File: config.mk
export PLATFORM = sky130hd
export DESIGN_NAME = pcs_capability_structure
export DESIGN_NICKNAME = d
export VERILOG_FILES = /design/src/hdl/pcs_pkg.sv /design/src/hdl/pcs_capability_structure.sv /design/src/hdl/pcs_latency_tracker.sv
export VERILOG_INCLUDE_DIRS = /design/src /design/src/hdl
export SDC_FILE = /design/constraint.sdc
export NUM_CORES = 1
export LEC_CHECK = 0
export ABC_CLOCK_PERIOD_IN_PS = 1600
export BUFFER_PORTS_ARGS = -buffer_cell sky130_fd_sc_hd__buf_2
export CAP_MARGIN = 20
export CORE_MARGIN = 3
export CORE_UTILIZATION = 47
export CTS_CLUSTER_SIZE = 10
export DETAILED_ROUTE_END_ITERATION = 10
export PLACE_DENSITY = 0.78
export SETUP_SLACK_MARGIN = 0.05
export SLEW_MARGIN = 10
export SYNTH_ARGS = -nofsm -noshare
export SYNTH_HDL_FRONTEND = slang
export SYNTH_SLANG_ARGS = --single-unit
File: constraint.sdc
create_clock -name mclk -period 1.6 [get_ports mclk]
set_input_delay 0.32 -clock mclk [delete_from_list [all_inputs] [get_ports mclk]]
set_output_delay 0.32 -clock mclk [all_outputs]
set_load 0.01 [all_outputs]
File: src/hdl/pcs_defines.svh
// Purpose: offsets, field positions and fixed values of the capability
// Assumes: byte offsets in configuration space, dword-wide reads
// Notes: definitions only
`ifndef PCS_DEFINES_SVH
`define PCS_DEFINES_SVH

// offsets
`define PCS_OFS_CAP_ID 8'h90
`define PCS_OFS_NEXT 8'h91
`define PCS_OFS_EXP_CAP 8'h92
`define PCS_OFS_DEV_CAP 8'h94

// fixed identity bytes of the list item
`define PCS_CAP_ID_VAL 8'h10
`define PCS_NEXT_VAL 8'h00

// capabilities word fields
`define PCS_EXP_CAP_RST 16'h0071
`define PCS_PORT_KIND 4'h7
`define PCS_CAP_VERSION 4'h1

// device capabilities word
`define PCS_DEV_CAP_RST 32'h0000_0D82
`define PCS_MAX_PAYLOAD_VAL 3'h2
`define PCS_LAT_RST 3'h6
`define PCS_SCALE_LSB 26
`define PCS_VALUE_LSB 18
`define PCS_DEEP_LSB 9
`define PCS_LIGHT_LSB 6

// sources of captured and mirrored fields
`define PCS_MSG_SCALE_LSB 8
`define PCS_GC_DEEP_LSB 13
`define PCS_GC_LIGHT_LSB 16

`endif

File: src/hdl/pcs_pkg.sv
// Purpose: types shared by the capability structure files
// Assumes: constants live in pcs_defines.svh
// Notes: carriers for the configuration port and the power message
package pcs_pkg;

   // one configuration access, byte address
   typedef struct packed {
      logic rd;
      logic wr;
      logic [7:0] addr;
      logic [31:0] wdata;
   } pcs_cfg_req_t;

   // slot power message as delivered by the link layer
   typedef struct packed {
      logic valid;
      logic [9:0] payload;
   } pcs_slot_msg_t;

   // captured pair, updated as one unit
   typedef struct packed {
      logic [1:0] scale;
      logic [7:0] value;
   } pcs_power_pair_t;

endpackage : pcs_pkg

File: src/hdl/pcs_capability_structure.sv
// Purpose: express capability item and device capabilities registers
// Assumes: configuration reads/writes and messages synchronous to mclk
// Notes: all fields read-only to software; writes are ignored
// Function
// (RULE1) capability identifier byte always reads 10h
// (RULE2) next-item byte reads 00h, ending the list
// (RULE3) interrupt message number bits 13:9 are zero, writes ignored
// (RULE4) slot implemented bit 8 always reads zero
// (RULE5) bits 7:4 read 7h, a express-to-legacy bridge
// (RULE6) version bits 3:0 read 1h; bits 15:14 read zero
// (RULE7) power message payload bits 9:8 land in bits 27:26
// (RULE8) power message payload bits 7:0 land in bits 25:18
// (RULE9) scale codes 0..3 multiply value by 1.0, 0.1, 0.01, 0.001
// (RULE10) bits 11:9 mirror control bits 15:13, reset 110b
// (RULE11) bits 8:6 mirror control bits 18:16, reset 110b
// (RULE12) latency fields never below the phy exit latency
// (RULE13) indicator and button bits 14:12 read zero
// (RULE14) phantom function bits 4:3 read 00b
// (RULE15) bits 2:0 read 010b, 512-byte payload
// (RULE16) extended tag bit 5 reads zero
// (RULE17) reserved bits 31:28 and 17:15 read zero
// (RULE18) device capabilities read 0000_0D82h after reset
// (RULE19) scale and value update together in one cycle
`timescale 1ns/100ps
`include "pcs_defines.svh"

module pcs_capability_structure
   import pcs_pkg::*;
#(
   parameter int LAT_W = 3
) (
   input wire logic mclk,
   input wire logic rst_n,
   input wire pcs_cfg_req_t cfgReq,
   input wire pcs_slot_msg_t slotMsg,
   input wire logic [31:0] genCtrl,
   input wire logic [LAT_W-1:0] phyDeepExit,
   input wire logic [LAT_W-1:0] phyLightExit,
   output logic [31:0] cfgRdData,
   output logic cfgRdValid,
   output logic cfgHit,
   output logic [17:0] powerLimitMw
);

   ////////////////////////////////////////////////////////////////////////
   // reset release

   logic [1:0] rstPipe_q;
   logic rstSync_n;

   // async assert, two-flop release so all state leaves reset together
   always_ff @(posedge mclk or negedge rst_n) begin
      if (!rst_n) begin
         rstPipe_q <= 2'h0;
      end else begin
         rstPipe_q <= {rstPipe_q[0], 1'b1};
      end
   end

   assign rstSync_n = rstPipe_q[1];

   ////////////////////////////////////////////////////////////////////////
   // helper functions

   // device capabilities word from its live fields
   function automatic logic [31:0] devCapWord(input logic [1:0] sc,
                                              input logic [7:0] val,
                                              input logic [2:0] deep,
                                              input logic [2:0] light);
      logic [31:0] w;
      w = 32'h0; // [RULE13] [RULE14] [RULE16] [RULE17]
      w[`PCS_SCALE_LSB +: 2] = sc;
      w[`PCS_VALUE_LSB +: 8] = val;
      w[`PCS_DEEP_LSB +: 3] = deep;
      w[`PCS_LIGHT_LSB +: 3] = light;
      w[2:0] = `PCS_MAX_PAYLOAD_VAL; // [RULE15]
      devCapWord = w;
   endfunction : devCapWord

   // milliwatt multiplier per scale code
   function automatic logic [9:0] scaleMult(input logic [1:0] sc);
      logic [9:0] m;
      m = 10'h001;
      unique case (sc)
         2'h0: m = 10'h3E8;
         2'h1: m = 10'h064;
         2'h2: m = 10'h00A;
         2'h3: m = 10'h001;
      endcase
      scaleMult = m;
   endfunction : scaleMult

   ////////////////////////////////////////////////////////////////////////
   // captured slot power limit

   pcs_power_pair_t power_q;
   pcs_power_pair_t power_d;
   logic [17:0] powerMw_q;
   logic [17:0] powerMw_d;

   // scale and value taken from one message
   assign power_d.scale = slotMsg.payload[`PCS_MSG_SCALE_LSB +: 2]; // [RULE7]
   assign power_d.value = slotMsg.payload[7:0]; // [RULE8]

   // pair written as one word: no torn read possible
   always_ff @(posedge mclk or negedge rstSync_n) begin
      if (!rstSync_n) begin
         power_q <= '0; // [RULE18]
      end else if (slotMsg.valid) begin
         power_q <= power_d; // [RULE19]
      end
   end

   // limit in milliwatts; value 255 at 1.0x fits 18 bits
   assign powerMw_d = 18'(power_q.value * scaleMult(power_q.scale)); // [RULE9]

   always_ff @(posedge mclk or negedge rstSync_n) begin
      if (!rstSync_n) begin
         powerMw_q <= 18'h0;
      end else begin
         powerMw_q <= powerMw_d;
      end
   end

   assign powerLimitMw = powerMw_q;

   ////////////////////////////////////////////////////////////////////////
   // acceptable-latency mirrors

   logic [LAT_W-1:0] deepTol;
   logic [LAT_W-1:0] lightTol;
   logic [LAT_W-1:0] deepSetting;
   logic [LAT_W-1:0] lightSetting;

   assign deepSetting = genCtrl[`PCS_GC_DEEP_LSB +: LAT_W]; // [RULE10]
   assign lightSetting = genCtrl[`PCS_GC_LIGHT_LSB +: LAT_W]; // [RULE11]

   // clamp inside tracker keeps the field at or above the phy floor
   pcs_latency_tracker #(
      .W(LAT_W),
      .RST_VAL(`PCS_LAT_RST)
   ) u_deep_idle_exit_tolerance (
      .clk(mclk),
      .rstSync_n(rstSync_n),
      .setting(deepSetting),
      .floorCode(phyDeepExit), // [RULE12]
      .tolerance(deepTol)
   );

   pcs_latency_tracker #(
      .W(LAT_W),
      .RST_VAL(`PCS_LAT_RST)
   ) u_light_idle_exit_tolerance (
      .clk(mclk),
      .rstSync_n(rstSync_n),
      .setting(lightSetting),
      .floorCode(phyLightExit), // [RULE12]
      .tolerance(lightTol)
   );

   ////////////////////////////////////////////////////////////////////////
   // register images and read decode

   logic [7:0] capIdByte;
   logic [7:0] nextItemByte;
   logic [15:0] expCapWord;
   logic [31:0] devCapImage;
   logic [31:0] itemWord;
   logic hitItem;
   logic hitDev;
   logic [31:0] rdData_d;

   assign capIdByte = `PCS_CAP_ID_VAL; // [RULE1]
   assign nextItemByte = `PCS_NEXT_VAL; // [RULE2]

   // constant word; no write path exists, so hardwired bits stay put
   assign expCapWord = {2'h0, // [RULE6]
                        5'h00, // [RULE3]
                        1'b0, // [RULE4]
                        `PCS_PORT_KIND, // [RULE5]
                        `PCS_CAP_VERSION}; // [RULE6]

   // zero bits come from devCapWord starting from all zeros
   assign devCapImage = devCapWord(power_q.scale, power_q.value,
                                   deepTol, lightTol);

   assign itemWord = {expCapWord, nextItemByte, capIdByte};

   // dword decode; byte lanes are the caller's business
   assign hitItem = (cfgReq.addr[7:2] == 6'(`PCS_OFS_CAP_ID >> 2));
   assign hitDev = (cfgReq.addr[7:2] == 6'(`PCS_OFS_DEV_CAP >> 2));
   assign rdData_d = hitItem ? itemWord :
                     hitDev ? devCapImage : 32'h0;

   ////////////////////////////////////////////////////////////////////////
   // read answer, one cycle after the request

   logic [31:0] rdData_q;
   logic rdValid_q;
   logic hit_q;

   // writes are accepted silently and change nothing
   always_ff @(posedge mclk or negedge rstSync_n) begin
      if (!rstSync_n) begin
         rdData_q <= 32'h0;
         rdValid_q <= 1'b0;
         hit_q <= 1'b0;
      end else begin
         rdData_q <= cfgReq.rd ? rdData_d : 32'h0;
         rdValid_q <= cfgReq.rd;
         hit_q <= cfgReq.rd & (hitItem | hitDev);
      end
   end

   assign cfgRdData = rdData_q;
   assign cfgRdValid = rdValid_q;
   assign cfgHit = hit_q;

   ////////////////////////////////////////////////////////////////////////
   // checks

   logic rdItem_q;
   logic rdDev_q;
   logic firstCycle_q;

   // flags which word a read in the previous cycle aimed at; cleared when no read
   always_ff @(posedge mclk or negedge rstSync_n) begin
      if (!rstSync_n) begin
         rdItem_q <= 1'b0;
         rdDev_q <= 1'b0;
         firstCycle_q <= 1'b1;
      end else begin
         rdItem_q <= cfgReq.rd & hitItem;
         rdDev_q <= cfgReq.rd & hitDev;
         firstCycle_q <= 1'b0;
      end
   end

   property p_cap_id;
      @(posedge mclk) disable iff (!rstSync_n)
      rdValid_q && rdItem_q |-> rdData_q[7:0] == 8'h10;
   endproperty
   a_cap_id: assert property (p_cap_id) // [RULE1]
      else $error("express_capability_identifier wrong");

   property p_next_item;
      @(posedge mclk) disable iff (!rstSync_n)
      cfgReq.rd && hitItem |=> rdData_q[15:8] == 8'h00;
   endproperty
   a_next_item: assert property (p_next_item) // [RULE2]
      else $error("next item byte not zero");

   property p_exp_cap;
      @(posedge mclk) disable iff (!rstSync_n)
      rdValid_q && rdItem_q |-> rdData_q[31:16] == 16'h0071;
   endproperty
   a_exp_cap: assert property (p_exp_cap) // [RULE3] [RULE4] [RULE5] [RULE6]
      else $error("capabilities word wrong");

   property p_capture;
      @(posedge mclk) disable iff (!rstSync_n)
      slotMsg.valid |=> power_q.scale == $past(slotMsg.payload[9:8])
         && power_q.value == $past(slotMsg.payload[7:0]);
   endproperty
   a_capture: assert property (p_capture) // [RULE7] [RULE8] [RULE19]
      else $error("power pair not captured");

   property p_hold;
      @(posedge mclk) disable iff (!rstSync_n)
      !slotMsg.valid |=> $stable(power_q);
   endproperty
   a_hold: assert property (p_hold) // [RULE19]
      else $error("power pair changed without message");

   property p_power_mw;
      @(posedge mclk) disable iff (!rstSync_n)
      ##1 (power_q.scale == 2'h1) |=>
         powerMw_q == 18'($past(power_q.value)) * 18'h00064;
   endproperty
   a_power_mw: assert property (p_power_mw) // [RULE9]
      else $error("power limit at 0.1x wrong");

   property p_power_whole;
      @(posedge mclk) disable iff (!rstSync_n)
      ##1 (power_q.scale == 2'h0) |=>
         powerMw_q == 18'($past(power_q.value)) * 18'h003E8;
   endproperty
   a_power_whole: assert property (p_power_whole) // [RULE9]
      else $error("power limit at 1.0x wrong");

   // gated on the sampled reset copy: the first edge still holds 110b
   property p_deep_floor;
      @(posedge mclk) disable iff (!rstSync_n)
      rstSync_n |=> deepTol >= $past(phyDeepExit)
         && deepTol >= $past(deepSetting);
   endproperty
   a_deep_floor: assert property (p_deep_floor) // [RULE10] [RULE12]
      else $error("deep idle tolerance below floor or setting");

   property p_deep_mirror;
      @(posedge mclk) disable iff (!rstSync_n)
      rstSync_n && deepSetting >= phyDeepExit |=>
         deepTol == $past(deepSetting);
   endproperty
   a_deep_mirror: assert property (p_deep_mirror) // [RULE10]
      else $error("deep idle tolerance not mirrored");

   property p_deep_clamp;
      @(posedge mclk) disable iff (!rstSync_n)
      rstSync_n && deepSetting < phyDeepExit |=>
         deepTol == $past(phyDeepExit);
   endproperty
   a_deep_clamp: assert property (p_deep_clamp) // [RULE12]
      else $error("deep idle tolerance not held at floor");

   property p_light_mirror;
      @(posedge mclk) disable iff (!rstSync_n)
      rstSync_n && lightSetting >= phyLightExit |=>
         lightTol == $past(lightSetting);
   endproperty
   a_light_mirror: assert property (p_light_mirror) // [RULE11] [RULE12]
      else $error("light idle tolerance not mirrored");

   property p_light_clamp;
      @(posedge mclk) disable iff (!rstSync_n)
      rstSync_n && lightSetting < phyLightExit |=>
         lightTol == $past(phyLightExit);
   endproperty
   a_light_clamp: assert property (p_light_clamp) // [RULE11] [RULE12]
      else $error("light idle tolerance not held at floor");

   property p_dev_fixed;
      @(posedge mclk) disable iff (!rstSync_n)
      rdValid_q && rdDev_q |-> rdData_q[31:28] == 4'h0
         && rdData_q[17:12] == 6'h00;
   endproperty
   a_dev_fixed: assert property (p_dev_fixed) // [RULE13] [RULE17]
      else $error("fixed device capability bits wrong");

   property p_dev_low;
      @(posedge mclk) disable iff (!rstSync_n)
      rdValid_q && rdDev_q |-> rdData_q[5:0] == 6'h02;
   endproperty
   a_dev_low: assert property (p_dev_low) // [RULE14] [RULE15] [RULE16]
      else $error("payload, phantom or tag bits wrong");

   property p_reset_pair;
      @(posedge mclk) disable iff (!rstSync_n)
      firstCycle_q |-> power_q.scale == 2'h0 && power_q.value == 8'h00
         && powerMw_q == 18'h00000;
   endproperty
   a_reset_pair: assert property (p_reset_pair) // [RULE18]
      else $error("captured power not zero after reset");

   property p_reset_word;
      @(posedge mclk) disable iff (!rstSync_n)
      firstCycle_q |-> devCapImage == 32'h0000_0D82;
   endproperty
   a_reset_word: assert property (p_reset_word) // [RULE18]
      else $error("device capabilities reset value wrong");

endmodule : pcs_capability_structure

File: src/hdl/pcs_latency_tracker.sv
// Purpose: mirrors one acceptable-latency setting with a floor clamp
// Assumes: setting and floor synchronous to clk
// Notes: instantiated once per low-power state
`timescale 1ns/100ps
`include "pcs_defines.svh"

module pcs_latency_tracker #(
   parameter int W = 3,
   parameter logic [W-1:0] RST_VAL = `PCS_LAT_RST
) (
   input wire logic clk,
   input wire logic rstSync_n,
   input wire logic [W-1:0] setting,
   input wire logic [W-1:0] floorCode,
   output logic [W-1:0] tolerance
);

   logic [W-1:0] tolerance_q;
   logic [W-1:0] tolerance_d;

   // never below the phy exit latency
   function automatic logic [W-1:0] clampUp(input logic [W-1:0] s,
                                            input logic [W-1:0] f);
      clampUp = (s < f) ? f : s;
   endfunction : clampUp

   assign tolerance_d = clampUp(setting, floorCode);
   assign tolerance = tolerance_q;

   // follows the setting one cycle later
   always_ff @(posedge clk or negedge rstSync_n) begin
      if (!rstSync_n) begin
         tolerance_q <= RST_VAL;
      end else begin
         tolerance_q <= tolerance_d;
      end
   end

endmodule : pcs_latency_tracker

==> Flow_metrics.wiki, run 1 <==
{| class="wikitable"
! Metric !! Value
|-
| Outcome || finished with violations
|-
| Failing checks || negative setup slack
|-
| Cell internal power dissipation || 4.811 mW
|-
| Sum of overflow across all layers after global routing || 0
|-
| Endpoints failing setup || 16
|-
| Total length of routed met2 wires || 6227 µm
|-
| Count of warnings emitted by yosys || 0
|-
| Number of pins with negative max-slew slack in the final report || 0
|-
| Clock tree skew after final layout || 14.71 ps
|-
| DRC errors left || 0
|-
| Launch point of the worst hold path || cfgReq[41]
|-
| Count of filler cells inserted in the layout || 579
|-
| Unrepaired setup endpoints after global routing || yes
|-
| First-pass GRT wire length || 17,540 µm
|-
| Synthesis-to-layout area growth || 42.63%
|-
| Top cell types by occurrence after synthesis || sky130_fd_sc_hd__inv_1 (84), sky130_fd_sc_hd__dfrtp_1 (52), sky130_fd_sc_hd__ha_1 (52)
|-
| Leading cell types by total area after synthesis || sky130_fd_sc_hd__dfrtp_1 (29%), sky130_fd_sc_hd__fa_1 (18%), sky130_fd_sc_hd__ha_1 (15%)
|-
| Design Power || 8.342 mW
|-
| Weighted congestion reported at the end of routability-driven placement || 0.8964
|-
| Combinational family with the most area after synthesis || adder cells
|-
| Top cell type's share of synthesized area || 0.2925
|-
| Worst r2r src || devCapImage[26]
|-
| Post-synthesis share of cell area spent on xor and xnor gates || 0.02278
|-
| Number of antenna violations at the first check in global routing || 0
|-
| Kind of start point of the critical path || register
|-
| Initial core utilization || 0.4957
|-
| Clk_lat worst skew || 320 ps
|-
| Clk slew on worst S/H paths || 120 ps
|-
| Via count || 3,622
|-
| Count of different cell masters after synthesis || 42
|-
| CTS H-Tree Depth || 2
|-
| Post-Syn Instances || 438
|-
| Switching power summed over all nets || 3.531 mW
|-
| Core outline area || 0.008976 mm²
|-
| Reg power frac || 0.211
|-
| Total routing resource utilization after global routing || 0.2106
|-
| Switching part of the total || 0.4232
|-
| Number of detailed-route iterations in the first pass || 4
|-
| Via/cell ratio || 4.989
|-
| Post-synthesis average cell area || 10.16 µm²
|-
| Ports placed on the boundary || 145
|-
| Uppermost layer routed || met4
|-
| Kind of end point of the critical path || register
|-
| Timing endpoint of the critical path || powerLimitMw[10]
|-
| Post-synthesis compound-gate area fraction || 0.08071
|-
| Clock tree from TritonCTS || yes
|-
| Total clock sinks || 56
|-
| Largest buffer count on any clock path || 2
|-
| Die width || 103.3 µm
|-
| Vertical die dimension || 103.3 µm
|-
| Total number of placement rows || 34
|-
| CP arrival || 4390 ps
|-
| Cell area after synthesis || 0.004449 mm²
|-
| Post-synthesis adder-cell area fraction || 0.3262
|-
| Number of DRC markers in iteration 0 || 134
|-
| Areal power density over the cells || 1314 mW/mm²
|-
| Number of buffers created by CTS || 5
|-
| Smallest setup slack after layout || -2593 ps
|-
| CP Max Fanout || 5
|-
| Post-synth top flop || sky130_fd_sc_hd__dfrtp_1
|-
| Worst min-delay path category || in2reg
|-
| Fraction of the yosys area taken by sequential cells || 0.3161
|-
| Dominant cell type by area after synthesis || sky130_fd_sc_hd__dfrtp_1
|-
| Total met3 wirelength after detailed routing || 385 µm
|-
| Fraction of the mapped netlist area in simple logic gates || 0.1237
|-
| Number of enable flip-flop cells after synthesis || 0
|-
| Logic depth of the worst register-to-register path || 15
|-
| Overall routed net length || 11,070 µm
|-
| Maximum ir drop on the vdd rail || 0.9035 mV
|-
| CTS Root Cell || sky130_fd_sc_hd__clkbuf_8
|-
| Fraction of layout cells with a size suffix above 1 || 0.4783
|-
| IO buf count || 70
|-
| Portion of total power attributed to the clock network || 0.102
|-
| Worst R2R Setup Slack || -2590 ps
|-
| Clock period minus worst slack || 4193 ps
|-
| Post-synthesis sequential element count || 56
|-
| Critical register-to-register path endpoint || powerLimitMw[10]
|-
| Vias in the first global route || 3,738
|-
| Pin count of the biggest net entering global routing || 41
|-
| Layout net count || 784
|-
| Placed inst area || 0.005660 mm²
|-
| Mux contribution to synthesized area || 0.02531
|-
| CP required || 1800 ps
|-
| Met1 routed wirelength after detailed routing || 4192 µm
|-
| Finished Layout Cells || 726
|-
| Routed WL per cell || 15.25 µm
|-
| Inst Count DP || 706
|-
| Number of diodes added for antenna fixing || 0
|-
| Tcrit/Tclk final || 2.621
|-
| Count of maximum capacitance violations || 0
|-
| Die outline area || 0.01067 mm²
|-
| Combinational power share || 0.687
|-
| Standby leakage power || 3.434 nW
|-
| Critical path class || reg2reg
|-
| Post-detail-place hpwl || 8136 µm
|-
| Cell with the most instances after synthesis || sky130_fd_sc_hd__inv_1
|-
| Count of endpoints failing hold in the final timing report || 0
|-
| Fin util || 0.7070
|-
| Post-synthesis async set-or-reset flop share || 1.000
|-
| Final standard cell area without fillers || 0.006346 mm²
|-
| Achievable Freq || 238.5 MHz
|-
| Launching instance or port of the critical path || devCapImage[26]
|-
| Count of nets left with antenna violations after detail routing || 0
|}
-- how the worst min path moves through the flow --
| stage | cells after the start | slack, ps | endpoint |
|---|---|---|---|
| after floorplan | 0 | 20 | rstPipe_q[0] |
| after global placement | 1 | 110 | rstPipe_q[0] |
| after detailed placement | 1 | 110 | rstPipe_q[0] |
| after CTS | 1 | 110 | cfgRdValid |
| after global routing | 1 | 100 | cfgRdValid |
| final | 1 | 120 | cfgRdValid |
-- through the flow --
step           setup WS (ps)  hold WS [ps]  setup TNS, ps
2_1_floorplan          -2441         24.41         -29670
3_3_place_gp           -2482         106.7         -32450
6_report               -2593         117.0         -33160
5_1_grt                -2759         100.4         -35120
3_5_place_dp           -2625         111.7         -34020
4_1_cts                -2540         107.2         -32380
-- flip-flops by register name (all words and copies together), names as in the netlist --
register	cells
cfgHit	1
u_light_idle_exit_tolerance.tolerance	3
devCapImage	10
rstPipe_q	2
powerLimitMw	18
cfgRdData	18
u_deep_idle_exit_tolerance.tolerance	3
cfgRdValid	1
-- repair_timing --
| item | CTS | global route |
|---|---|---|
| hold buffers | 1 | 0 |
| resized for setup | 86 | 28 |
| endpoints found under the hold margin | 2 | 0 |
| setup endpoints to repair | 17 | 17 |
| pin swaps | 49 | 15 |
| buffers inserted | 8 | 4 |
-- logic make-up (layout without fill, tap and decap cells) --
group	Yosys count	in the layout
muxes	10	10
other	2	14
xor gates and xnor gates	10	10
buffers and inverters	108	258
DFF	56	56
and+or+nand+nor	106	106
AOI/OAI and AO/OA	54	54
adders and majority gates	92	92
-- placed cells by master (no fill, tap or decap), types with 6 or more instances in the layout --
| cell | n |
|---|---|
| sky130_fd_sc_hd__and3_1 | 21 |
| sky130_fd_sc_hd__nand2_1 | 17 |
| sky130_fd_sc_hd__nor2b_1 | 6 |
| sky130_fd_sc_hd__o21ai_0 | 7 |
| sky130_fd_sc_hd__mux2_2 | 10 |
| sky130_fd_sc_hd__inv_1 | 68 |
| sky130_fd_sc_hd__ha_1 | 33 |
| sky130_fd_sc_hd__ha_4 | 19 |
| sky130_fd_sc_hd__a21o_1 | 7 |
| sky130_fd_sc_hd__inv_2 | 15 |
| sky130_fd_sc_hd__buf_2 | 70 |
| sky130_fd_sc_hd__buf_4 | 74 |
| sky130_fd_sc_hd__xnor2_1 | 6 |
| sky130_fd_sc_hd__nor2_2 | 6 |
| sky130_fd_sc_hd__fa_1 | 36 |
| sky130_fd_sc_hd__nand2_2 | 7 |
| sky130_fd_sc_hd__dfrtp_1 | 49 |
| sky130_fd_sc_hd__buf_6 | 20 |
| sky130_fd_sc_hd__nor2b_4 | 6 |
| sky130_fd_sc_hd__a21oi_1 | 9 |
| sky130_fd_sc_hd__conb_1 | 14 |
| sky130_fd_sc_hd__and2_1 | 7 |
-- layout make-up --
type,instances,area (µm²),share of cell area
clock buffer,5,68.82,0.01084
clock inverter,3,27.53,0.004338
inverter,84,317.8,0.05008
multi-input combinational,286,3203,0.5047
sequential,56,1410,0.2222
tap,126,157.7,0.02484
timing repair buffer,166,1161,0.1830
-- critical path: stages, from the launching register on --
cell                       delay (ps)
sky130_fd_sc_hd__dfrtp_2          480
sky130_fd_sc_hd__buf_6            150
sky130_fd_sc_hd__nor2b_4          130
sky130_fd_sc_hd__nand2_2           70
sky130_fd_sc_hd__fa_1             470
sky130_fd_sc_hd__fa_1             520
sky130_fd_sc_hd__fa_1             440
sky130_fd_sc_hd__fa_1             510
sky130_fd_sc_hd__inv_2             50
sky130_fd_sc_hd__ha_4             210
sky130_fd_sc_hd__a21o_1           170
sky130_fd_sc_hd__a31o_1           220
sky130_fd_sc_hd__buf_4            140
sky130_fd_sc_hd__o21a_1           210
sky130_fd_sc_hd__o211ai_1         180
sky130_fd_sc_hd__o311ai_1         120
-- power by group through the flow --
stage | Combinational (mW) | Clock, mW | Sequential [mW]
floorplan | 2.93 | 0 | 1.89
global placement | 4.43 | 0 | 1.77
detailed placement | 4.61 | 0 | 1.78
CTS | 5.27 | 0.879 | 1.76
global route | 6.30 | 0.930 | 1.79
finish | 5.73 | 0.854 | 1.76
-- per-layer routing --
layer / track usage / up-vias
li1: - / 1697
met1: 0.2464 / 1809
met2: 0.3892 / 93
met3: 0.02616 / 23
met4: 0.08466 / 0
met5: 0 / -
Note: power is estimated with default switching activity, not from simulation.
==> run 2, diff against run 1 <==
--- a/config.mk
+++ b/config.mk
@@ -6,7 +6,7 @@
 export SDC_FILE = /design/constraint.sdc
 export NUM_CORES = 1
 export LEC_CHECK = 0
-export ABC_CLOCK_PERIOD_IN_PS = 1600
+export ABC_CLOCK_PERIOD_IN_PS = 3700
 export BUFFER_PORTS_ARGS = -buffer_cell sky130_fd_sc_hd__buf_2
 export CAP_MARGIN = 20
 export CORE_MARGIN = 3
==> constraint.sdc (replaced) <==
create_clock -name mclk -period 3.7 [get_ports mclk]
set_input_delay 0.74 -clock mclk [delete_from_list [all_inputs] [get_ports mclk]]
set_output_delay 0.74 -clock mclk [all_outputs]
set_load 0.01 [all_outputs]
==> Flow_metrics.wiki, run 2 (synthesis gave the netlist of run 1 again) <==
{| class="wikitable"
! Metric !! Value
|-
| Outcome || finished with violations
|-
| Failing checks || negative setup slack
|-
| Met1 routed wirelength after detailed routing || 3828 µm
|-
| Ports placed on the boundary || 145
|-
| Overall routed net length || 10,300 µm
|-
| Clock tree skew after final layout || 10.09 ps
|-
| Worst R2R Setup Slack || -630 ps
|-
| Routed WL per cell || 14.30 µm
|-
| Cell repeated most along the worst path || sky130_fd_sc_hd__fa_1
|-
| Total number of placement rows || 34
|-
| Post-detail-place hpwl || 7650 µm
|-
| CP Cell Sequence || buf_6 -> nor2b_4 -> nand2_2 -> fa_1 -> fa_1 -> fa_1 -> fa_1 -> inv_2 -> ha_4 -> a21o_1 -> a31o_1 -> o21a_1 -> buf_4 -> o41ai_4 -> xnor2_1
|-
| First-pass GRT wire length || 15,780 µm
|-
| Clk_lat worst skew || 320 ps
|-
| Cell type of the slowest stage on the worst timing path || sky130_fd_sc_hd__fa_1
|-
| Sum of overflow across all layers after global routing || 0
|-
| Uppermost layer routed || met4
|-
| Via count || 3,568
|-
| Pin count of the biggest net entering global routing || 53
|-
| Total length of routed met2 wires || 5784 µm
|-
| Clock tree from TritonCTS || yes
|-
| CP required || 3930 ps
|-
| IO buf count || 70
|-
| Logic depth of the worst register-to-register path || 15
|-
| Die width || 103.3 µm
|-
| Total clock sinks || 56
|-
| Standby leakage power || 3.365 nW
|-
| Hold Buf Count CTS || 0
|-
| Kind of end point of the critical path || register
|-
| Critical register-to-register path endpoint || powerLimitMw[14]
|-
| Number of DRC markers in iteration 0 || 84
|-
| CP Max Fanout || 7
|-
| Weighted congestion reported at the end of routability-driven placement || 0.9296
|-
| Endpoints failing setup || 10
|-
| Number of pins with negative max-slew slack in the final report || 0
|-
| Vertical die dimension || 103.3 µm
|-
| Critical path class || reg2reg
|-
| Number of diodes added for antenna fixing || 0
|-
| Vias in the first global route || 3,570
|-
| Clock period minus worst slack || 4330 ps
|-
| Initial core utilization || 0.4957
|-
| Number of detailed-route iterations in the first pass || 4
|-
| Worst-Margin Slew || 653.6 ps
|-
| Via/cell ratio || 4.956
|-
| Unrepaired setup endpoints after global routing || yes
|-
| Total routing resource utilization after global routing || 0.1851
|-
| Slew HR || 0.5642
|-
| CTS H-Tree Depth || 2
|-
| Number of buffers created by CTS || 5
|-
| Largest buffer count on any clock path || 2
|-
| Worst r2r src || devCapImage[26]
|-
| Synthesis-to-layout area growth || 35.77%
|-
| Number of antenna violations at the first check in global routing || 0
|-
| Count of maximum capacitance violations || 0
|-
| Smallest setup slack after layout || -629.8 ps
|-
| Achievable Freq || 231.0 MHz
|-
| Count of endpoints failing hold in the final timing report || 0
|-
| CP max stage delay || 540 ps
|-
| Kind of start point of the critical path || register
|-
| Areal power density over the cells || 612.7 mW/mm²
|-
| Fraction of layout cells with a size suffix above 1 || 0.4209
|-
| Total met3 wirelength after detailed routing || 315 µm
|-
| Tcrit/Tclk final || 1.170
|-
| CP arrival || 4560 ps
|-
| CTS Root Cell || sky130_fd_sc_hd__clkbuf_8
|-
| Core outline area || 0.008976 mm²
|-
| Total Negative Setup Slacks || -4845 ps
|-
| DRC errors left || 0
|-
| Maximum ir drop on the vdd rail || 0.4206 mV
|-
| Most used cells in the layout excluding fill and tap cells || sky130_fd_sc_hd__buf_4 (82), sky130_fd_sc_hd__inv_1 (73), sky130_fd_sc_hd__buf_2 (70)
|-
| Commonest non-fill, non-tap cell in the layout || sky130_fd_sc_hd__buf_4
|-
| Pre-CTS setup slack || -649.4 ps
|-
| Count of nets left with antenna violations after detail routing || 0
|-
| Die outline area || 0.01067 mm²
|-
| Worst min-delay path category || reg2async
|-
| Clk slew on worst S/H paths || 110 ps
|-
| Layout net count || 778
|}
-- run 2: cell types whose count changed in the layout (fill, tap and decap cells not counted), moves of 8 or more --
cell                    before  now
sky130_fd_sc_hd__ha_1       33   45
sky130_fd_sc_hd__buf_6      20    8
sky130_fd_sc_hd__ha_4       19    7
sky130_fd_sc_hd__buf_4      74   82
-- run 2: worst max path at each step --
stage / from / to
2_1_floorplan: devCapImage[26] / powerLimitMw[14]
5_1_grt: devCapImage[26] / powerLimitMw[14]
3_3_place_gp: devCapImage[26] / powerLimitMw[17]
3_5_place_dp: devCapImage[26] / powerLimitMw[17]
6_report: devCapImage[26] / powerLimitMw[14]
4_1_cts: devCapImage[26] / powerLimitMw[14]
-- run 2: per-stage QoR --
step	hold WS (ps)	power [mW]	util	std cells	cell area, µm²
after floorplan	331.2	2.064	-	450	4644
after global placement	35.91	2.668	0.6189	698	5555
after detailed placement	37.04	2.750	0.6189	698	5555
after CTS	46.66	3.308	0.6458	711	5797
after global routing	55.10	4.004	0.6730	720	6041
final	44.62	3.701	0.6730	720	6041
-- run 2: repair_timing --
action | 4_1_cts | 5_1_grt
pin swaps | 20 | 32
buffers inserted | 5 | 10
gates resized for setup | 28 | 43
gates cloned | 0 | 0
setup endpoints to repair | 11 | 12
-- run 2: final cells by class --
class                           instances  area (µm²)
Fill cell                             632        2935
Sequential cell                        56        1410
Timing Repair Buffer                  160        1056
Multi-Input combinational cell        286        3008
Clock inverter                          3       22.52
Clock buffer                            5       68.82
Inverter                               84       317.8
Tap cell                              126       157.7
-- run 2: critical path, delay by kind of cell (launching register included) --
| family | cells | cell delay [ps] |
|---|---|---|
| xor+xnor | 1 | 200 |
| flops | 1 | 480 |
| buf+inv | 3 | 320 |
| fa+ha+maj | 5 | 2190 |
| compound gates | 4 | 810 |
| simple gates | 2 | 240 |
-- run 2: report_power, final --
group	switching, mW	total [mW]	internal, mW
Sequential	0.0293	0.753	0.723
Combinational	1.32	2.60	1.27
Clock	0.216	0.353	0.136
-- run 2: per-layer routing --
metal | vias to the layer above | global-route usage
met2 | 87 | 0.3518
met1 | 1767 | 0.2171
met4 | 0 | 0.06574
met5 | - | 0
li1 | 1684 | -
met3 | 30 | 0.01476
==> run 3, diff against run 2 <==
--- a/config.mk
+++ b/config.mk
@@ -13,7 +13,7 @@
 export CORE_UTILIZATION = 47
 export CTS_CLUSTER_SIZE = 10
 export DETAILED_ROUTE_END_ITERATION = 10
-export PLACE_DENSITY = 0.78
+export PLACE_DENSITY = 0.87
 export SETUP_SLACK_MARGIN = 0.05
 export SLEW_MARGIN = 10
 export SYNTH_ARGS = -nofsm -noshare
==> Flow_metrics.wiki, run 3 (synthesis gave the netlist of run 1 again) <==
{| class="wikitable"
! Metric !! Value
|-
| Kind of end point of the critical path || register
|-
| Overall routed net length || 11,200 µm
|-
| Worst R2R Setup Slack || -500 ps
|-
| Total number of placement rows || 34
|-
| Clock tree skew after final layout || 9.646 ps
|-
| Clk_lat worst skew || 320 ps
|-
| Clock period minus worst slack || 4199 ps
|-
| Slew HR || 0.6650
|-
| Total routing resource utilization after global routing || 0.2194
|-
| Clock tree from TritonCTS || yes
|-
| Vias in the first global route || 3,929
|-
| Cell internal power dissipation || 2.025 mW
|-
| Clk slew on worst S/H paths || 110 ps
|-
| Switching power summed over all nets || 1.506 mW
|-
| Combinational power share || 0.684
|-
| IO buf count || 70
|-
| Critical path class || reg2reg
|-
| CTS Root Cell || sky130_fd_sc_hd__clkbuf_8
|-
| Worst r2r src || devCapImage[26]
|-
| Kind of start point of the critical path || register
|-
| Achievable Freq || 238.1 MHz
|-
| Smallest setup slack after layout || -499.1 ps
|-
| Finished Layout Cells || 713
|-
| Number of detailed-route iterations in the first pass || 5
|-
| Routed WL per cell || 15.70 µm
|-
| Count of nets left with antenna violations after detail routing || 0
|-
| Switching part of the total || 0.4265
|-
| Layout net count || 771
|-
| Worst-Margin Slew || 502.5 ps
|-
| Via/cell ratio || 5.048
|-
| Sum of overflow across all layers after global routing || 0
|-
| Count of filler cells inserted in the layout || 626
|-
| Maximum ir drop on the vdd rail || 0.3241 mV
|-
| Initial core utilization || 0.4957
|-
| Standby leakage power || 3.330 nW
|-
| Endpoints failing setup || 11
|-
| Core outline area || 0.008976 mm²
|-
| Via count || 3,599
|-
| Total clock sinks || 56
|-
| Post-detail-place hpwl || 8217 µm
|-
| Largest buffer count on any clock path || 2
|-
| Number of antenna violations at the first check in global routing || 0
|-
| Number of pins with negative max-slew slack in the final report || 0
|-
| Reg power frac || 0.215
|-
| Number of DRC markers in iteration 0 || 173
|-
| Area of the multi-input gates || 0.002962 mm²
|-
| Most used cells in the layout excluding fill and tap cells || sky130_fd_sc_hd__inv_1 (74), sky130_fd_sc_hd__buf_4 (72), sky130_fd_sc_hd__buf_2 (70)
|-
| Weighted congestion reported at the end of routability-driven placement || 0.8749
|-
| Count of endpoints failing hold in the final timing report || 0
|-
| CP arrival || 4450 ps
|-
| Sequential cell area || 0.001410 mm²
|-
| Total Negative Setup Slacks || -4484 ps
|-
| First-pass GRT wire length || 18,200 µm
|-
| Areal power density over the cells || 593.4 mW/mm²
|-
| Synthesis-to-layout area growth || 33.75%
|-
| CP Max Fanout || 5
|-
| Pin count of the biggest net entering global routing || 36
|-
| CP required || 3950 ps
|-
| Outcome || finished with violations
|-
| Die outline area || 0.01067 mm²
|-
| Commonest non-fill, non-tap cell in the layout || sky130_fd_sc_hd__inv_1
|-
| DRC errors left || 0
|-
| Ports placed on the boundary || 145
|-
| Number of diodes added for antenna fixing || 0
|-
| Portion of total power attributed to the clock network || 0.101
|-
| Worst min-delay path category || in2async
|-
| Inst Count DP || 695
|-
| Tcrit/Tclk final || 1.135
|-
| Failing checks || negative setup slack
|-
| Launching instance or port of the critical path || devCapImage[26]
|-
| CTS H-Tree Depth || 2
|-
| Count of maximum capacitance violations || 0
|-
| Fraction of layout cells with a size suffix above 1 || 0.4089
|-
| Number of buffers created by CTS || 5
|-
| Vertical die dimension || 103.3 µm
|-
| Unrepaired setup endpoints after global routing || yes
|-
| Die width || 103.3 µm
|}
-- run 3: final cells by class --
type | instances | share of cell area
clock buffer | 5 | 0.01156
tap | 126 | 0.02649
clock inverter | 3 | 0.003785
timing repair buffer | 153 | 0.1705
sequential | 56 | 0.2370
multi-input combinational | 286 | 0.4977
inverter | 84 | 0.05299
-- run 3: worst paths after layout --
check | end | depth (start not counted)
hold / removal | rstPipe_q[1] | 1
min in group mclk | rstPipe_q[1] | 0
setup reg to reg | powerLimitMw[14] | 14
hold reg to reg | devCapImage[23] | 0
setup / recovery | powerLimitMw[14] | 14
max in group asynchronous | u_light_idle_exit_tolerance.tolerance[1] | 1
-- run 3: metal layers --
| metal | GRT usage | routed length (µm) | vias up |
|---|---|---|---|
| met5 | 0 | 0 | - |
| met4 | 0.1235 | 601 | 0 |
| met3 | 0.02079 | 457 | 50 |
| met2 | 0.4006 | 6067 | 113 |
| met1 | 0.2500 | 4069 | 1769 |
| li1 | - | - | 1667 |
-- run 3: what timing repair did --
item,in CTS,in global routing
endpoints found under the setup margin,11,12
setup buffers,8,2
endpoints found under the hold margin,0,0
gates resized for setup,55,12
pin swaps,46,10
hold buffers,0,0
-- run 3: power by group through the flow --
| stage | Clock [mW] | Sequential, mW | Combinational, mW |
|---|---|---|---|
| 2_1_floorplan | 0 | 0.818 | 1.25 |
| 3_3_place_gp | 0 | 0.766 | 1.94 |
| 3_5_place_dp | 0 | 0.768 | 2.03 |
| 4_1_cts | 0.359 | 0.757 | 2.28 |
| 5_1_grt | 0.379 | 0.771 | 2.66 |
| 6_report | 0.357 | 0.760 | 2.41 |
-- run 3: per-stage QoR --
stage	hold WS [ps]	area [µm²]	power, mW	setup WS, ps	utilization
after detailed placement	236.0	5533	2.796	-692.3	0.6164
after CTS	185.9	5894	3.396	-463.3	0.6567
after floorplan	331.2	4644	2.064	-341.2	-
final	183.5	5951	3.531	-499.1	0.6630
after global routing	182.7	5951	3.805	-632.7	0.6630
after global placement	222.1	5533	2.703	-599.9	0.6164
-- run 3: critical path, cell delays in order (launching register included) --
cell and delay, ps:
sky130_fd_sc_hd__dfrtp_2 480, sky130_fd_sc_hd__buf_6 150, sky130_fd_sc_hd__nor2b_4 110, sky130_fd_sc_hd__nand2_2 60, sky130_fd_sc_hd__fa_1 520, sky130_fd_sc_hd__fa_1 470, sky130_fd_sc_hd__fa_1 520, sky130_fd_sc_hd__fa_1 510
sky130_fd_sc_hd__inv_2 50, sky130_fd_sc_hd__ha_4 210, sky130_fd_sc_hd__a21o_1 180, sky130_fd_sc_hd__a31o_1 200, sky130_fd_sc_hd__o21a_1 240, sky130_fd_sc_hd__o41ai_2 250, sky130_fd_sc_hd__xnor2_1 160
